`src/logic/ptr_gen_pkg.sv`:
```
// Shared constants, codes and word layout of the pointer generator.
package ptr_gen_pkg;

  // ----------------------------------------------------------------
  // Pointer field codes
  // ----------------------------------------------------------------
  localparam int OFS_W = 10;
  localparam logic [3:0] NDF_ON = 4'h9;
  localparam logic [3:0] NDF_OFF = 4'h6;
  localparam logic [1:0] SS_MAIN = 2'h2;
  localparam logic [1:0] SS_TU2 = 2'h0;
  localparam logic [9:0] I_MASK = 10'h2aa;
  localparam logic [9:0] D_MASK = 10'h155;
  localparam logic [9:0] OFS_RESET = 10'h000;
  localparam logic [9:0] OFS_ONE = 10'h001;

  // ----------------------------------------------------------------
  // Counts
  // ----------------------------------------------------------------
  localparam logic [1:0] NEWPT_RUN = 2'h3;
  localparam logic [1:0] NEWPT_ONE = 2'h1;
  localparam logic [1:0] JUST_BYTES_ONE = 2'h1;
  localparam logic [1:0] JUST_BYTES_AU4 = 2'h3;
  localparam int FIFO_DEPTH = 16;

  // ----------------------------------------------------------------
  // Types
  // ----------------------------------------------------------------
  typedef enum logic [1:0] {
    TYP_AU4 = 2'h0,
    TYP_TU3 = 2'h1,
    TYP_TU2 = 2'h2,
    TYP_TU12 = 2'h3
  } ptr_type_t;

  typedef enum logic [3:0] {
    ST_NORM = 4'h1,
    ST_NDF = 4'h2,
    ST_INC = 4'h4,
    ST_DEC = 4'h8
  } gen_state_t;

  typedef enum logic [1:0] {
    JUST_NONE = 2'h0,
    JUST_POS = 2'h1,
    JUST_NEG = 2'h2
  } just_t;

  // One generated pointer with its justification order for the mux.
  typedef struct packed {
    logic ssf;
    just_t just;
    logic [1:0] nbytes;
    logic [3:0] ndf;
    logic [1:0] ss;
    logic [9:0] value;
  } ptr_word_t;

  localparam int WORD_W = $bits(ptr_word_t);

endpackage : ptr_gen_pkg

```
`src/logic/sdh_pointer_generator.sv`:
```
// Pointer generation state machine with its output FIFO.
`timescale 1ns/1ps
`default_nettype none

module sdh_pointer_generator
  import ptr_gen_pkg::*;
#(
  parameter int FILL_W = 8,
  parameter int DEPTH = FIFO_DEPTH,
  parameter logic [9:0] OFS_MAX_AU4 = 10'h3ff,
  parameter logic [9:0] OFS_MAX_TU3 = 10'h3ff,
  parameter logic [9:0] OFS_MAX_TU2 = 10'h3ff,
  parameter logic [9:0] OFS_MAX_TU12 = 10'h3ff
) (
  // Clock and reset
  input wire logic clk,
  input wire logic resetn,
  // Frame timing and structure
  input wire logic frame_slot,
  input wire ptr_type_t ptr_type,
  input wire logic server_signal_fail,
  // Elastic store
  input wire logic [FILL_W-1:0] fill_level,
  input wire logic [FILL_W-1:0] thr_low,
  input wire logic [FILL_W-1:0] thr_high,
  input wire logic es_overflow,
  input wire logic es_underflow,
  // Write-side pointer interpreter
  input wire logic pi_controls,
  input wire logic rx_point,
  input wire logic rx_ndf_enable,
  input wire logic rx_new_point,
  input wire logic [9:0] rx_offset,
  // Pointer stream to the frame multiplexer
  output logic ptr_valid,
  input wire logic ptr_ready,
  output ptr_word_t ptr_word,
  // Status
  output logic [9:0] active_offset,
  output gen_state_t gen_state,
  output logic fill_low,
  output logic fill_high,
  output logic offset_jump,
  output logic offset_steady,
  output logic slot_overrun
);

  // ----------------------------------------------------------------
  // State
  // ----------------------------------------------------------------
  gen_state_t state_r;
  gen_state_t state_nxt;
  logic [9:0] active_r;
  logic [9:0] active_nxt;
  logic [9:0] new_ofs_r;
  logic [9:0] np_ofs_r;
  logic [1:0] np_cnt_r;
  logic [1:0] np_cnt_nxt;
  logic jump_r;
  logic jump_nxt;
  logic steady_r;
  logic pend_r;
  logic low_r;
  logic high_r;
  logic overrun_r;
  ptr_word_t wr_word;
  wire logic fifo_ready;
  wire ptr_word_t fifo_data;
  wire logic fifo_valid;

  // ----------------------------------------------------------------
  // Event decode
  // ----------------------------------------------------------------

  // Occupancy compare against the two thresholds.
  wire logic low_now = (fill_level < thr_low);
  wire logic high_now = (fill_level > thr_high);

  // Run of equal new pointers from the interpreter.
  wire logic np_same = (np_cnt_r != 2'h0) && (rx_offset == np_ofs_r);
  wire logic np_hit = rx_point && rx_new_point && np_same && (np_cnt_r == 2'h2);
  wire logic ndf_hit = rx_point && rx_ndf_enable;
  wire logic jump_set = pi_controls &&
                        (ndf_hit || np_hit || es_overflow || es_underflow);

  // Slot taken when the FIFO can accept the word.
  wire logic take = pend_r && fifo_ready;
  wire logic in_norm = (state_r == ST_NORM);
  wire logic act_ndf = take && in_norm && jump_r;
  wire logic act_inc = take && in_norm && !jump_r && low_now;
  wire logic act_dec = take && in_norm && !jump_r && !low_now && high_now;
  wire logic jump_clr = act_ndf;

  // Offset limits per structure.
  wire logic [9:0] ofs_max = (ptr_type == TYP_AU4) ? OFS_MAX_AU4 :
                             (ptr_type == TYP_TU3) ? OFS_MAX_TU3 :
                             (ptr_type == TYP_TU2) ? OFS_MAX_TU2 : OFS_MAX_TU12;
  wire logic [9:0] ofs_up = (active_r >= ofs_max) ? OFS_RESET : active_r + OFS_ONE;
  wire logic [9:0] ofs_dn = (active_r == OFS_RESET) ? ofs_max : active_r - OFS_ONE;
  wire logic [1:0] ss_code = (ptr_type == TYP_TU2) ? SS_TU2 : SS_MAIN;
  wire logic [1:0] just_n = (ptr_type == TYP_AU4) ? JUST_BYTES_AU4 : JUST_BYTES_ONE;

  // Event latch: a new event in the cycle of its clear is kept.
  assign jump_nxt = jump_set | (jump_r & ~jump_clr);

  // New-pointer run counter; a different offset restarts the run.
  always_comb
  begin
    np_cnt_nxt = np_cnt_r;
    if (rx_point)
    begin
      if (!rx_new_point || np_hit)
        np_cnt_nxt = 2'h0;
      else if (np_same)
        np_cnt_nxt = np_cnt_r + NEWPT_ONE;
      else
        np_cnt_nxt = NEWPT_ONE;
    end
  end

  // ----------------------------------------------------------------
  // Next state, offset and outgoing word
  // ----------------------------------------------------------------

  // Special states last exactly one frame slot.
  always_comb
  begin
    state_nxt = state_r;
    if (take)
    begin
      case (state_r)
        ST_NORM:
        begin
          if (act_ndf)
            state_nxt = ST_NDF;
          else if (act_inc)
            state_nxt = ST_INC;
          else if (act_dec)
            state_nxt = ST_DEC;
          else
            state_nxt = ST_NORM;
        end
        ST_NDF, ST_INC, ST_DEC:
          state_nxt = ST_NORM;
        default:
          state_nxt = ST_NORM;
      endcase
    end
  end

  // Active offset moves only with an action.
  always_comb
  begin
    active_nxt = active_r;
    if (act_ndf)
      active_nxt = new_ofs_r;
    else if (act_inc)
      active_nxt = ofs_up;
    else if (act_dec)
      active_nxt = ofs_dn;
  end

  // Pointer assembly from the old offset and the chosen action.
  always_comb
  begin
    wr_word = '0;
    wr_word.ssf = server_signal_fail;
    wr_word.ss = ss_code;
    wr_word.ndf = NDF_OFF;
    wr_word.value = active_r;
    wr_word.just = JUST_NONE;
    wr_word.nbytes = 2'h0;
    if (act_ndf)
    begin
      wr_word.ndf = NDF_ON;
      wr_word.value = new_ofs_r;
    end
    else if (act_inc)
    begin
      wr_word.value = active_r ^ I_MASK;
      wr_word.just = JUST_POS;
      wr_word.nbytes = just_n;
    end
    else if (act_dec)
    begin
      wr_word.value = active_r ^ D_MASK;
      wr_word.just = JUST_NEG;
      wr_word.nbytes = just_n;
    end
  end

  // ----------------------------------------------------------------
  // Registers
  // ----------------------------------------------------------------

  // Machine and offset.
  always_ff @(posedge clk or negedge resetn)
  begin
    if (!resetn)
    begin
      state_r <= ST_NORM;
      active_r <= OFS_RESET;
    end
    else
    begin
      state_r <= state_nxt;
      active_r <= active_nxt;
    end
  end

  // Events and the candidate offset for new data.
  always_ff @(posedge clk or negedge resetn)
  begin
    if (!resetn)
    begin
      jump_r <= 1'b0;
      steady_r <= 1'b1;
      np_cnt_r <= 2'h0;
      np_ofs_r <= OFS_RESET;
      new_ofs_r <= OFS_RESET;
    end
    else
    begin
      jump_r <= jump_nxt;
      steady_r <= ~jump_nxt;
      np_cnt_r <= np_cnt_nxt;
      if (rx_point && rx_new_point && !np_same)
        np_ofs_r <= rx_offset;
      if (pi_controls && (ndf_hit || np_hit))
        new_ofs_r <= rx_offset;
    end
  end

  // Slot pending while the FIFO is full; a second slot then overruns.
  always_ff @(posedge clk or negedge resetn)
  begin
    if (!resetn)
    begin
      pend_r <= 1'b0;
      overrun_r <= 1'b0;
      low_r <= 1'b0;
      high_r <= 1'b0;
    end
    else
    begin
      pend_r <= frame_slot | (pend_r & ~take);
      overrun_r <= frame_slot & pend_r & ~take;
      low_r <= low_now;
      high_r <= high_now;
    end
  end

  // ----------------------------------------------------------------
  // Output FIFO and status
  // ----------------------------------------------------------------
  ptr_fifo #(
    .WIDTH(WORD_W),
    .DEPTH(DEPTH)
  ) u_fifo (
    .clk(clk),
    .resetn(resetn),
    .in_valid(take),
    .in_ready(fifo_ready),
    .in_data(wr_word),
    .out_valid(fifo_valid),
    .out_ready(ptr_ready),
    .out_data(fifo_data)
  );

  // Status taken straight from registers.
  assign ptr_valid = fifo_valid;
  assign ptr_word = fifo_data;
  assign active_offset = active_r;
  assign gen_state = state_r;
  assign fill_low = low_r;
  assign fill_high = high_r;
  assign offset_jump = jump_r;
  assign offset_steady = steady_r;
  assign slot_overrun = overrun_r;

  // ----------------------------------------------------------------
  // Assertions
  // ----------------------------------------------------------------
  a_state_onehot: assert property (@(posedge clk) disable iff (!resetn)
    $onehot(state_r))
    else $error("State register is not one of four codes.");

  a_leave_norm_cause: assert property (@(posedge clk) disable iff (!resetn)
    (state_r == ST_NORM) ##1 (state_r != ST_NORM) |->
      $past(take) && ($past(jump_r) || $past(low_now) || $past(high_now)))
    else $error("Normal state left without an event.");

  a_special_returns: assert property (@(posedge clk) disable iff (!resetn)
    (state_r != ST_NORM) && take |=> (state_r == ST_NORM))
    else $error("Special state did not return to normal.");

  a_special_holds: assert property (@(posedge clk) disable iff (!resetn)
    (state_r != ST_NORM) && !take |=> $stable(state_r) && $stable(active_r))
    else $error("Special state changed between frame slots.");

  a_fill_flags: assert property (@(posedge clk) disable iff (!resetn)
    ##1 (low_r == $past(fill_level < thr_low)) && (high_r == $past(fill_level > thr_high)))
    else $error("Fill flags do not follow the thresholds.");

  a_jump_set: assert property (@(posedge clk) disable iff (!resetn)
    pi_controls && (es_overflow || es_underflow || ndf_hit) |=> jump_r && !steady_r)
    else $error("Offset jump not raised.");

  a_no_jump_alone: assert property (@(posedge clk) disable iff (!resetn)
    !jump_r && !pi_controls |=> !jump_r)
    else $error("Offset jump raised without interpreter control.");

  a_ssf_passed: assert property (@(posedge clk) disable iff (!resetn)
    take |-> (wr_word.ssf == server_signal_fail))
    else $error("Signal fail mark not carried to the mux.");

  a_inc_action: assert property (@(posedge clk) disable iff (!resetn)
    act_inc |-> (wr_word.value == (active_r ^ I_MASK)) && (wr_word.just == JUST_POS)
      ##1 (active_r == $past(ofs_up)) && (state_r == ST_INC))
    else $error("Increment pointer or offset wrong.");

  a_dec_action: assert property (@(posedge clk) disable iff (!resetn)
    act_dec |-> (wr_word.value == (active_r ^ D_MASK)) && (wr_word.just == JUST_NEG)
      ##1 (active_r == $past(ofs_dn)) && (state_r == ST_DEC))
    else $error("Decrement pointer or offset wrong.");

  a_ndf_action: assert property (@(posedge clk) disable iff (!resetn)
    act_ndf |-> (wr_word.ndf == NDF_ON) && (wr_word.value == new_ofs_r) ##1
      (active_r == $past(new_ofs_r)) && (!jump_r || $past(jump_set)))
    else $error("New data pointer or offset wrong.");

  a_norm_pointer: assert property (@(posedge clk) disable iff (!resetn)
    take && !act_ndf && !act_inc && !act_dec |->
      (wr_word.ndf == NDF_OFF) && (wr_word.value == active_r) ##1 $stable(active_r))
    else $error("Normal pointer does not carry the active offset.");

  a_size_bits: assert property (@(posedge clk) disable iff (!resetn)
    take |-> (wr_word.ss == ((ptr_type == TYP_TU2) ? 2'h0 : 2'h2)))
    else $error("Size bits wrong for the structure.");

  a_ndf_codes: assert property (@(posedge clk) disable iff (!resetn)
    take |-> (wr_word.ndf == 4'h9) || (wr_word.ndf == 4'h6))
    else $error("NDF code is neither enabled nor disabled.");

  a_jump_first: assert property (@(posedge clk) disable iff (!resetn)
    take && in_norm && jump_r && low_now |=> (state_r == ST_NDF))
    else $error("Offset jump lost its priority.");

endmodule : sdh_pointer_generator
`default_nettype wire

```
`src/logic/ptr_fifo.sv`:
```
// Parameterised FIFO with a registered output stage.
`timescale 1ns/1ps
`default_nettype none

module ptr_fifo #(
  parameter int WIDTH = 8,
  parameter int DEPTH = 16
) (
  // Clock and reset
  input wire logic clk,
  input wire logic resetn,
  // Fill side
  input wire logic in_valid,
  output logic in_ready,
  input wire logic [WIDTH-1:0] in_data,
  // Drain side
  output logic out_valid,
  input wire logic out_ready,
  output logic [WIDTH-1:0] out_data
);

  localparam int AW = $clog2(DEPTH);
  localparam logic [AW:0] FULL_CNT = (AW+1)'(DEPTH);
  localparam logic [AW:0] CNT_ONE = (AW+1)'(1);
  localparam logic [AW-1:0] PTR_ONE = AW'(1);

  logic [WIDTH-1:0] mem [DEPTH];
  logic [AW-1:0] wr_ptr_r;
  logic [AW-1:0] rd_ptr_r;
  logic [AW:0] count_r;
  logic [WIDTH-1:0] out_data_r;
  logic out_valid_r;
  wire logic push;
  wire logic pop;

  // Handshake decode; the output register refills when empty or drained.
  assign in_ready = (count_r != FULL_CNT);
  assign push = in_valid & in_ready;
  assign pop = (count_r != '0) & (~out_valid_r | out_ready);
  assign out_valid = out_valid_r;
  assign out_data = out_data_r;

  // Storage array, no reset needed.
  always_ff @(posedge clk)
  begin
    if (push)
    begin
      mem[wr_ptr_r] <= in_data;
    end
  end

  // Pointers and occupancy.
  always_ff @(posedge clk or negedge resetn)
  begin
    if (!resetn)
    begin
      wr_ptr_r <= '0;
      rd_ptr_r <= '0;
      count_r <= '0;
    end
    else
    begin
      if (push)
        wr_ptr_r <= wr_ptr_r + PTR_ONE;
      if (pop)
        rd_ptr_r <= rd_ptr_r + PTR_ONE;
      if (push && !pop)
        count_r <= count_r + CNT_ONE;
      else if (pop && !push)
        count_r <= count_r - CNT_ONE;
    end
  end

  // Output stage.
  always_ff @(posedge clk or negedge resetn)
  begin
    if (!resetn)
    begin
      out_valid_r <= 1'b0;
      out_data_r <= '0;
    end
    else if (pop)
    begin
      out_valid_r <= 1'b1;
      out_data_r <= mem[rd_ptr_r];
    end
    else if (out_ready)
    begin
      out_valid_r <= 1'b0;
    end
  end

endmodule : ptr_fifo
`default_nettype wire

```
`config.mk`:
```
export PLATFORM = sky130hd
export DESIGN_NAME = sdh_pointer_generator
export DESIGN_NICKNAME = d
export VERILOG_FILES = /design/src/logic/ptr_gen_pkg.sv /design/src/logic/sdh_pointer_generator.sv /design/src/logic/ptr_fifo.sv
export SDC_FILE = /design/constraint.sdc
export NUM_CORES = 1
export LEC_CHECK = 0
export BUFFER_PORTS_ARGS = -buffer_cell sky130_fd_sc_hd__clkbuf_2
export CAP_MARGIN = 25
export CELL_PAD_IN_SITES_DETAIL_PLACEMENT = 0
export CELL_PAD_IN_SITES_GLOBAL_PLACEMENT = 1
export CORE_MARGIN = 1
export CORE_UTILIZATION = 29
export CTS_CLUSTER_DIAMETER = 80
export DETAILED_ROUTE_END_ITERATION = 7
export PLACE_DENSITY = 0.56
export SLEW_MARGIN = 20
export SYNTH_ARGS = -nofsm -noshare
export SYNTH_HDL_FRONTEND = slang
export SYNTH_SLANG_ARGS = --single-unit
```
`constraint.sdc`:
```
create_clock -name clk -period 4.3 [get_ports clk]
set_clock_uncertainty 0.1 [all_clocks]
set_input_delay 0.645 -clock clk [delete_from_list [all_inputs] [get_ports clk]]
set_output_delay 0.645 -clock clk [all_outputs]
set_load 0.01 [all_outputs]
```
==> results of run 1 <==
[layout make-up]
type,count,area [um2],share of cell area [%]
clock buffer,50,1100,6.12
multi-input combinational,417,4530,25.2
inverter,30,113,0.625
clock inverter,25,224,1.24
timing repair buffer,115,686,3.81
tap,680,851,4.72
sequential,362,10500,58.3
[sequential cells by signal, summed over array words and instances (netlist names), 2 cells and up]
name             count
u_fifo.wr_ptr_r      4
gen_state            4
u_fifo.out_data     18
u_fifo.mem         288
u_fifo.rd_ptr_r      4
np_cnt_r             2
u_fifo.count_r       5
new_ofs_r           10
active_offset       10
np_ofs_r            10
[power groups by stage]
stage	Sequential [uW]	Clock (uW)	Combinational, uW
floorplan	5120	0	2710
detailed placement	5400	0	3750
global route	5400	3680	4060
CTS	5330	3540	3760
global placement	5380	0	3710
finish	5300	3450	3700
[critical path, cell delays in order, from the launching register on]
cell and delay [ns]:
dfrtp_1 0.44, or4_4 0.61, o21ai_4 0.24, inv_2 0.16, nand3_2 0.32, inv_2 0.14, buf_4 0.28, o21ai_0 0.55
buf_4 0.30
[cells by family (layout without fill, tap and decap cells)]
kind of cell / Yosys count / after routing / synth area share [%]
flops: 362 / 362 / 68.4
mux: 131 / 131 / 16.2
fa+ha+maj: 29 / 29 / 2.41
other cells: 1 / 1 / 0.0244
compound gates: 75 / 75 / 3.23
buf+inv: 75 / 220 / 2.38
simple gates: 145 / 145 / 5.34
xor+xnor: 36 / 36 / 2.05
[how the worst min path moves through the flow]
stage / start / end / slack (ns)
after CTS: resetn / u_fifo.out_valid$_DFFE_PN0P_ / 0.08
after floorplan: resetn / active_offset[0]$_DFFE_PN0P_ / 0.25
final: resetn / u_fifo.out_valid$_DFFE_PN0P_ / 0.05
after detailed placement: u_fifo.out_data[7]$_DFFE_PN0P_ / u_fifo.out_data[7]$_DFFE_PN0P_ / 0.40
after global placement: u_fifo.out_data[5]$_DFFE_PN0P_ / u_fifo.out_data[5]$_DFFE_PN0P_ / 0.39
after global routing: resetn / u_fifo.out_valid$_DFFE_PN0P_ / 0.09
[stage by stage]
step / util, % / hold WS [ns] / setup slack (ns) / total power (uW)
4_1_cts: 34.7 / 0.0769 / 0.755 / 12600
6_report: 34.8 / 0.0493 / 0.968 / 12400
5_1_grt: 34.8 / 0.0913 / 0.771 / 13100
2_1_floorplan: - / 0.249 / 0.870 / 7830
3_5_place_dp: 32.1 / 0.397 / 0.170 / 9140
3_3_place_gp: 32.1 / 0.391 / 0.257 / 9100
[metal layers]
layer  share of wire [%]  wire length (um)  track usage (%)  up-vias
met4                 1.6               584             3.02        0
met3                 4.0              1470             2.86       48
met5                   0                 0                0        -
met2                  49             17900             23.1      166
li1                    -                 -                -     3603
met1                  45             16500             18.7     4120
[layout by cell type, fill, tap and decap left out, types with 6 or more instances in the layout]
| master | count |
|---|---|
| nor3_1 | 9 |
| and2_1 | 9 |
| nand4_1 | 6 |
| clkinv_1 | 9 |
| inv_1 | 27 |
| ha_1 | 28 |
| edfxtp_1 | 288 |
| xor2_1 | 10 |
| clkinv_2 | 9 |
| nand2_1 | 36 |
| buf_4 | 24 |
| clkbuf_2 | 85 |
| clkbuf_16 | 43 |
| mux4_2 | 90 |
| nor2_1 | 26 |
| nand3_1 | 7 |
| clkbuf_1 | 7 |
| xnor2_1 | 26 |
| a21oi_1 | 13 |
| mux2_2 | 39 |
| o21ai_0 | 21 |
| dfrtp_1 | 70 |
==> results.toml, run 1 <==
[synthesis]
synth-edff-count = 288
synth_flop_cell = "edfxtp_1"
synth.most_common_cell = "edfxtp_1"
netlist_area_um2 = 15400
yosysSeqAreaShare_pct = 68.4
yosys.cell_types.count = 71
syn-num-nets = 930
synthTopCellsByArea = "edfxtp_1, mux4_2, dfrtp_1"
syn_area_per_cell_um2 = 18.0
ys_ff_latch = 362
yosys_warnings = 0
synth-async-reset-ratio_pct = 20.4
yosys-top-cells-count = "edfxtp_1, mux4_2, dfrtp_1"
synth_top_area_share_pct = 56.3
syn_inst = 854
yosysTopAreaCell = "edfxtp_1"

[clocking]
cts-buffers-inserted = 41
clock_latency_ns = 0.55
cts.sinks = 362
cts_max_path_buffers = 3
cts_resized = 0
path_clk_slew_ns = 0.06
h-tree-depth = 2
cts_root_buf = "clkbuf_16"
cts_tree = "yes"
post_cts_buffers = 0
cts_hold_buf = 0

[worst_setup_path]
worstSetupPathType = "flip-flop to flip-flop"
worst_ep_arrival_time_ns = 3.63
start_kind = "flip-flop"
critical_path.startpoint = "u_fifo.count_r[0]$_DFFE_PN0P_"
endpoint = "u_fifo.mem[2][5]$_DFFE_PP_"
reg2reg_setup_slack_ns = 0.97
required_ns = 4.59
critPathMaxFanout = 31
r2r_cells = 8
r2r_end = "u_fifo.mem[2][5]$_DFFE_PP_"
cp-end-kind = "flip-flop"
r2r_start = "u_fifo.count_r[0]$_DFFE_PN0P_"

[layout]
nets = 1043
drive_above_1_share_pct = 34.1
diodes = 0
design_area_um2 = 18000
fill_cells = 4895
syn_to_final_growth_pct = 17.3
instances_no_fill = 1679

[pwr]
p_int_uw = 8590
pwr-share-seq_pct = 42.6
pwr-share-clk_pct = 27.7
p_sw_uw = 3860
p_sw_share_pct = 31.0
p_per_area_nw_per_um2 = 691
comb_power_share_pct = 29.7
ir_worst_vdd_mv = 0.258
power_leakage_uw = 0.00633

[floorplanning]
fp-row-count = 83
floorplan.initialDensity_pct = 29.6
die_area_um2 = 53900
core_um2 = 51800
dieHeight_um = 232
ios = 88
fp.dieW_um = 232

[status]
outcome = "completed"

[place]
port_buffers = 86
dp.cells = 1601
gp_congestion = 0.731
placed_area_um2 = 16600
dp_hpwl_um = 21400

[detailed_routing]
vias_per_cell = 4.73
wl_per_cell_um = 21.7
drt_wl_total_um = 36400
dr.pass1.iters = 7
drc = 0
drt_iter0_drc = 433
vias = 7937
ant_nets = 0

[global_route]
grt_pass1_vias = 8433
grt_usage_pct = 13.9
grt_max_degree = 49
antenna_found_initial = 0
grt_pass1_wl_um = 55000
grt_overflow = 0

[sta]
tns_ns = 0
max_freq_ghz = 0.300
tightest_slew_ns = 1.01
finalCritPeriodShare_pct = 77.5
rsz0062_at_grt = "false"
finalHoldViolCount = 0
period_minus_slack_ns = 3.33
slew_headroom_pct = 33.0
drv_slew = 0
setup_viol = 0

[hold_path]
hold_class = "input port to async pin"

[flow_run]
maxCapViolations = 0
Power figures use the tool's default switching activity.
==> run 2, diff against run 1 <==
PLACE_DENSITY = 0.58   (was 0.56)
clock period = 2.7 ns   (was 4.3 ns; I/O delays follow)
==> run 2 against run 1 <==
Net effect:
- combinational power grew 81%
- first-iteration DRC count grew 30%
- cell area grew 3.0%
- largest cell class unchanged
==> results.toml, run 2 (same netlist as run 1, synthesis figures left out) <==
[worst_setup_path]
cp-end-kind = "flip-flop"
r2r_start = "u_fifo.count_r[3]$_DFFE_PN0P_"
start_kind = "flip-flop"
worstSetupPathType = "flip-flop to flip-flop"
critPathMaxFanout = 4
worst_ep_arrival_time_ns = 2.90
required_ns = 3.00
critical_path.startpoint = "u_fifo.count_r[3]$_DFFE_PN0P_"
reg2reg_setup_slack_ns = 0.10

[layout]
regMostFlops = "u_fifo.mem"
final_cell_mix = "edfxtp_1, mux4_2, clkbuf_2, dfrtp_1, buf_4"
syn_to_final_growth_pct = 20.8
largest_reg_flops = 288
final_core_util_pct = 35.8
instances_no_fill = 1726
diodes = 0
drive_above_1_share_pct = 36.6
nets = 1091
final_common_cell = "edfxtp_1"
design_area_um2 = 18600
fill_cells = 4838

[clocking]
path_clk_slew_ns = 0.06
cts.sinks = 362
h-tree-depth = 2
cts_max_path_buffers = 3
cts-buffers-inserted = 40
clock_latency_ns = 0.53
cts_root_buf = "clkbuf_16"
cts_tree = "yes"

[pwr]
power_leakage_uw = 0.00658
ir_worst_vdd_mv = 0.409
p_per_area_nw_per_um2 = 1090

[detailed_routing]
drt_iter0_drc = 561
ant_nets = 0
drt_wl_total_um = 36500
vias = 8151
vias_per_cell = 4.72
wl_per_cell_um = 21.1
dr.pass1.iters = 5
drc = 0

[place]
port_buffers = 86
gp_congestion = 0.785
placed_area_um2 = 17200
dp.cells = 1649
dp_hpwl_um = 22300
place_ws_ns = -0.295

[floorplanning]
core_um2 = 51800
die_area_um2 = 53900
ios = 88
fp-row-count = 83
dieHeight_um = 232
fp.dieW_um = 232
floorplan.initialDensity_pct = 29.6

[sta]
slew_headroom_pct = 58.9
tns_ns = 0
setup_viol = 0
drv_slew = 0
finalCritPeriodShare_pct = 96.2
rsz0062_at_grt = "false"
max_freq_ghz = 0.385
finalWorstSetupSlack_ns = 0.101
finalHoldViolCount = 0
period_minus_slack_ns = 2.60
tightest_slew_ns = 0.614

[global_route]
grt_overflow = 0
antenna_found_initial = 0
grt_pass1_vias = 8635
grt_max_degree = 49
grt_pass1_wl_um = 55000
grt_usage_pct = 13.9

[hold_path]
hold_class = "input port to flip-flop"
hold_start = "rx_point"

[flow_run]
maxCapViolations = 0

[status]
outcome = "completed"
## run 2: cell types whose count changed in the layout (fill, tap and decap cells not counted), sizes merged
cell / delta
buf: +49
inv: -2
clkbuf: +7
dlygate4sd3: +2
bufinv: -1
clkinv: -8
## run 2: final cells by class
cell class / instances / area [um2] / area share [%]
Tap cell: 680 / 851 / 4.59
Multi-Input combinational cell: 417 / 4610 / 24.8
Sequential cell: 362 / 10500 / 56.6
Clock inverter: 14 / 159 / 0.857
Clock buffer: 59 / 1120 / 6.06
Timing Repair Buffer: 164 / 1190 / 6.39
Inverter: 30 / 115 / 0.620
## run 2: worst paths after layout
path	end	cells past startpoint
max in group asynchronous	gen_state[0]$_DFFE_PN1N_	3
min	np_cnt_r[1]$_DFFE_PN0P_	2
max	u_fifo.count_r[4]$_DFFE_PN0P_	10
min reg2reg	u_fifo.out_data[1]$_DFFE_PN0P_	1
max reg2reg	u_fifo.count_r[4]$_DFFE_PN0P_	10
min in group asynchronous	u_fifo.out_data[1]$_DFFE_PN0P_	2
## run 2: power breakdown
group	switching (uW)	internal (uW)
clock network	2140	3180
registers	604	7600
logic	3500	3200
## run 2: worst max-delay path: stages, from the launching register on
cell and delay, ns:
dfrtp_1 0.41, or4_4 0.55, o21ai_4 0.20, ha_4 0.17
inv_4 0.05, fa_2 0.36, a21o_1 0.18, a21oi_2 0.13
xnor2_1 0.13, nor2_1 0.07, xnor2_1 0.12
## run 2: stage by stage
stage / hold WS [ns] / power (uW)
2_1_floorplan: 0.00941 / 12600
3_3_place_gp: 0.302 / 15100
3_5_place_dp: 0.297 / 15100
4_1_cts: 0.0128 / 20500
5_1_grt: 0.0346 / 21300
6_report: 0.0322 / 20200
## run 2: layer usage
layer | vias up | GRT usage, % | wire length [um]
li1 | 3700 | - | -
met1 | 4206 | 19.4 | 17100
met2 | 193 | 22.4 | 17200
met3 | 52 | 2.26 | 1530
met5 | - | 0 | 0
met4 | 0 | 3.33 | 641
## run 2: timing repair
item	CTS	global route
gates resized for setup	0	5
setup endpoints to repair	0	97
hold buffers	2	0
setup buffers	0	2
endpoints found under the hold margin	27	0
==> run 3, diff against run 2 <==
ABC_AREA = 1   (was not set)
CORE_UTILIZATION = 44   (was 29)
PLACE_DENSITY = 0.82   (was 0.58)
REMOVE_ABC_BUFFERS = 1   (was not set)
==> run 3 against run 2 <==
Net effect:
- total power is 1.0% higher
- largest power group unchanged
- synthesized cell count grew 68%
- critical endpoint unchanged
- largest cell class unchanged
- sequential power shrank 0.5%
==> results.toml, run 3 <==
[status]
outcome = "completed"

[place]
place_ws_ns = 0.0522
gp_congestion = 0.860
port_buffers = 86
dp_hpwl_um = 22000
placed_area_um2 = 17100

[detailed_routing]
wl_per_cell_um = 19.0
drt_iter0_drc = 1032
dr.pass1.iters = 5
vias = 11000
drc = 0
drt_wl_total_um = 38500
ant_nets = 0
vias_per_cell = 5.42

[floorplanning]
ios = 88
fp.dieW_um = 192
dieHeight_um = 192
fp-row-count = 69
core_um2 = 35600
die_area_um2 = 36800
floorplan.initialDensity_pct = 44.6

[worst_setup_path]
worst_ep_arrival_time_ns = 2.82
critPathMaxFanout = 4
max_stage_delay_ns = 0.45
start_kind = "flip-flop"
worstPathBufferInverterCount = 2
required_ns = 3.04
cp_top_family = "simple AND/OR/NAND/NOR gates"
crit_slowest_cell = "dfrtp_1"
worstSetupPathType = "flip-flop to flip-flop"
critical_path.startpoint = "u_fifo.count_r[0]$_DFFE_PN0P_"
cp-end-kind = "flip-flop"
r2r_start = "u_fifo.count_r[0]$_DFFE_PN0P_"
path_cells = "nor2_2 > nand3_2 > nand2_1 > inv_2 > ha_1 > inv_1 > ha_1 > a21o_1 > a21oi_2 > nor2_1 > nor2_1 > xor2_1"

[layout]
fill_cells = 3076
final_common_cell = "edfxtp_1"
diodes = 0
final_cell_mix = "edfxtp_1, nor2_1, nand2_1, o21ai_0, clkbuf_2"
final_core_util_pct = 51.7
syn_to_final_growth_pct = 16.0
design_area_um2 = 18400
nets = 1611
drive_above_1_share_pct = 15.5
regMostFlops = "u_fifo.mem"
largest_reg_flops = 288

[sta]
drv_slew = 0
slew_headroom_pct = 41.9
tightest_slew_ns = 0.871
finalHoldViolCount = 0
max_freq_ghz = 0.402
rsz0062_at_grt = "false"
finalCritPeriodShare_pct = 92.1
finalWorstSetupSlack_ns = 0.214
setup_viol = 0
period_minus_slack_ns = 2.49

[synthesis]
yosys-top-cells-count = "edfxtp_1, nor2_1, nand2_1"
ys_ff_latch = 362
yosys_warnings = 0
synthTopCellsByArea = "edfxtp_1, dfrtp_1, nor2_1"
synth-async-reset-ratio_pct = 20.4
synth.most_common_cell = "edfxtp_1"
syn_area_per_cell_um2 = 11.0
yosysSeqAreaShare_pct = 66.2
syn_inst = 1437
yosysTopAreaCell = "edfxtp_1"
synth-edff-count = 288
yosys.cell_types.count = 44
netlist_area_um2 = 15900
synth_top_area_share_pct = 54.5
synth_flop_cell = "edfxtp_1"

[global_route]
met3_usage_pct = 4.11
use_met2_pct = 34.4
met1_usage_pct = 29.7
grt_overflow = 0
antenna_found_initial = 0
busiest_layer = "met2"
grt_usage_pct = 21.5
grt_max_degree = 147
grt_pass1_vias = 10700
grt_pass1_wl_um = 59800

[clocking]
cts_root_buf = "clkbuf_16"
clock_latency_ns = 0.53
cts_max_path_buffers = 3
path_clk_slew_ns = 0.06
cts-buffers-inserted = 39
h-tree-depth = 2
cts_tree = "yes"
post_cts_buffers = 0
cts.sinks = 362

[flow_run]
maxCapViolations = 0

[pwr]
power_leakage_uw = 0.00703
ir_worst_vdd_mv = 0.700
p_per_area_nw_per_um2 = 1110

[hold_path]
hold_class = "input port to flip-flop"
hold_start = "rx_point"
[run 3: cell types whose count changed in the layout (fill, tap and decap cells not counted), moves of 29 or more]
cell      previous run  this run
mux4_2              90         0
buf_4               64        35
o21ai_1              1        61
nand3_1              7        54
o211ai_1             1        72
nand2_1             36       183
inv_1               26        67
o21ai_0             17       131
mux2_2              39         0
nor2_1              26       260
[run 3: logic make-up (layout without fill, tap and decap cells)]
group | after synthesis | in the layout | share of synthesized area (%)
simple gates | 560 | 560 | 15.0
flops | 362 | 362 | 66.2
compound gates | 309 | 309 | 11.1
buf+inv | 158 | 284 | 4.33
fa+ha+maj | 29 | 29 | 2.33
xor+xnor | 18 | 18 | 0.993
other cells | 1 | 1 | 0.0236
[run 3: final cells by class]
class	instances	area [um2]	share of cell area (%)
Tap cell	461	577	3.13
Inverter	80	305	1.66
Sequential cell	362	10500	57.1
Timing Repair Buffer	135	968	5.26
Clock inverter	21	284	1.54
Multi-Input combinational cell	917	4730	25.7
Clock buffer	48	1030	5.60
[run 3: routing by layer]
layer	share of wire (%)	wire length [um]
met5	0	0
met4	2.1	817
met3	7.4	2860
met2	46	17900
met1	44	16900
[run 3: metrics by stage]
stage | hold slack (ns) | cells | power [uW] | setup TNS [ns]
floorplan | 0.00941 | 1359 | 12400 | -37.82
global placement | 0.331 | 1953 | 14900 | 0
finish | 0.0155 | 2024 | 20400 | 0
CTS | 0.00208 | 2024 | 20500 | 0
detailed placement | 0.334 | 1953 | 15100 | 0
global route | 0.0239 | 2024 | 21700 | 0
[run 3: path summary, 6_finish.rpt]
check | endpoint | slack [ns] | cells after the start
max | u_fifo.count_r[4]$_DFFE_PN0P_ | 0.21 | 12
min | np_cnt_r[0]$_DFFE_PN0P_ | 0.02 | 2
max reg2reg | u_fifo.count_r[4]$_DFFE_PN0P_ | 0.21 | 12
min reg2reg | new_ofs_r[4]$_DFFE_PN0P_ | 0.37 | 2
max in group asynchronous | u_fifo.out_data[17]$_DFFE_PN0P_ | 1.54 | 3
min in group asynchronous | np_ofs_r[6]$_DFFE_PN0P_ | 0.32 | 2
[run 3: power by group]
part / internal [uW] / switching [uW] / total [uW] / leakage, uW
sequential: 7520 / 653 / 8170 / 0.00350
clock: 3300 / 2150 / 5450 / 0.000629
combinational: 2200 / 4620 / 6820 / 0.00291
[run 3: repair_timing]
item,in CTS,in global routing
endpoints found under the setup margin,0,1
resized for setup,0,2
hold buffers,2,0
hold endpoints to repair,40,0
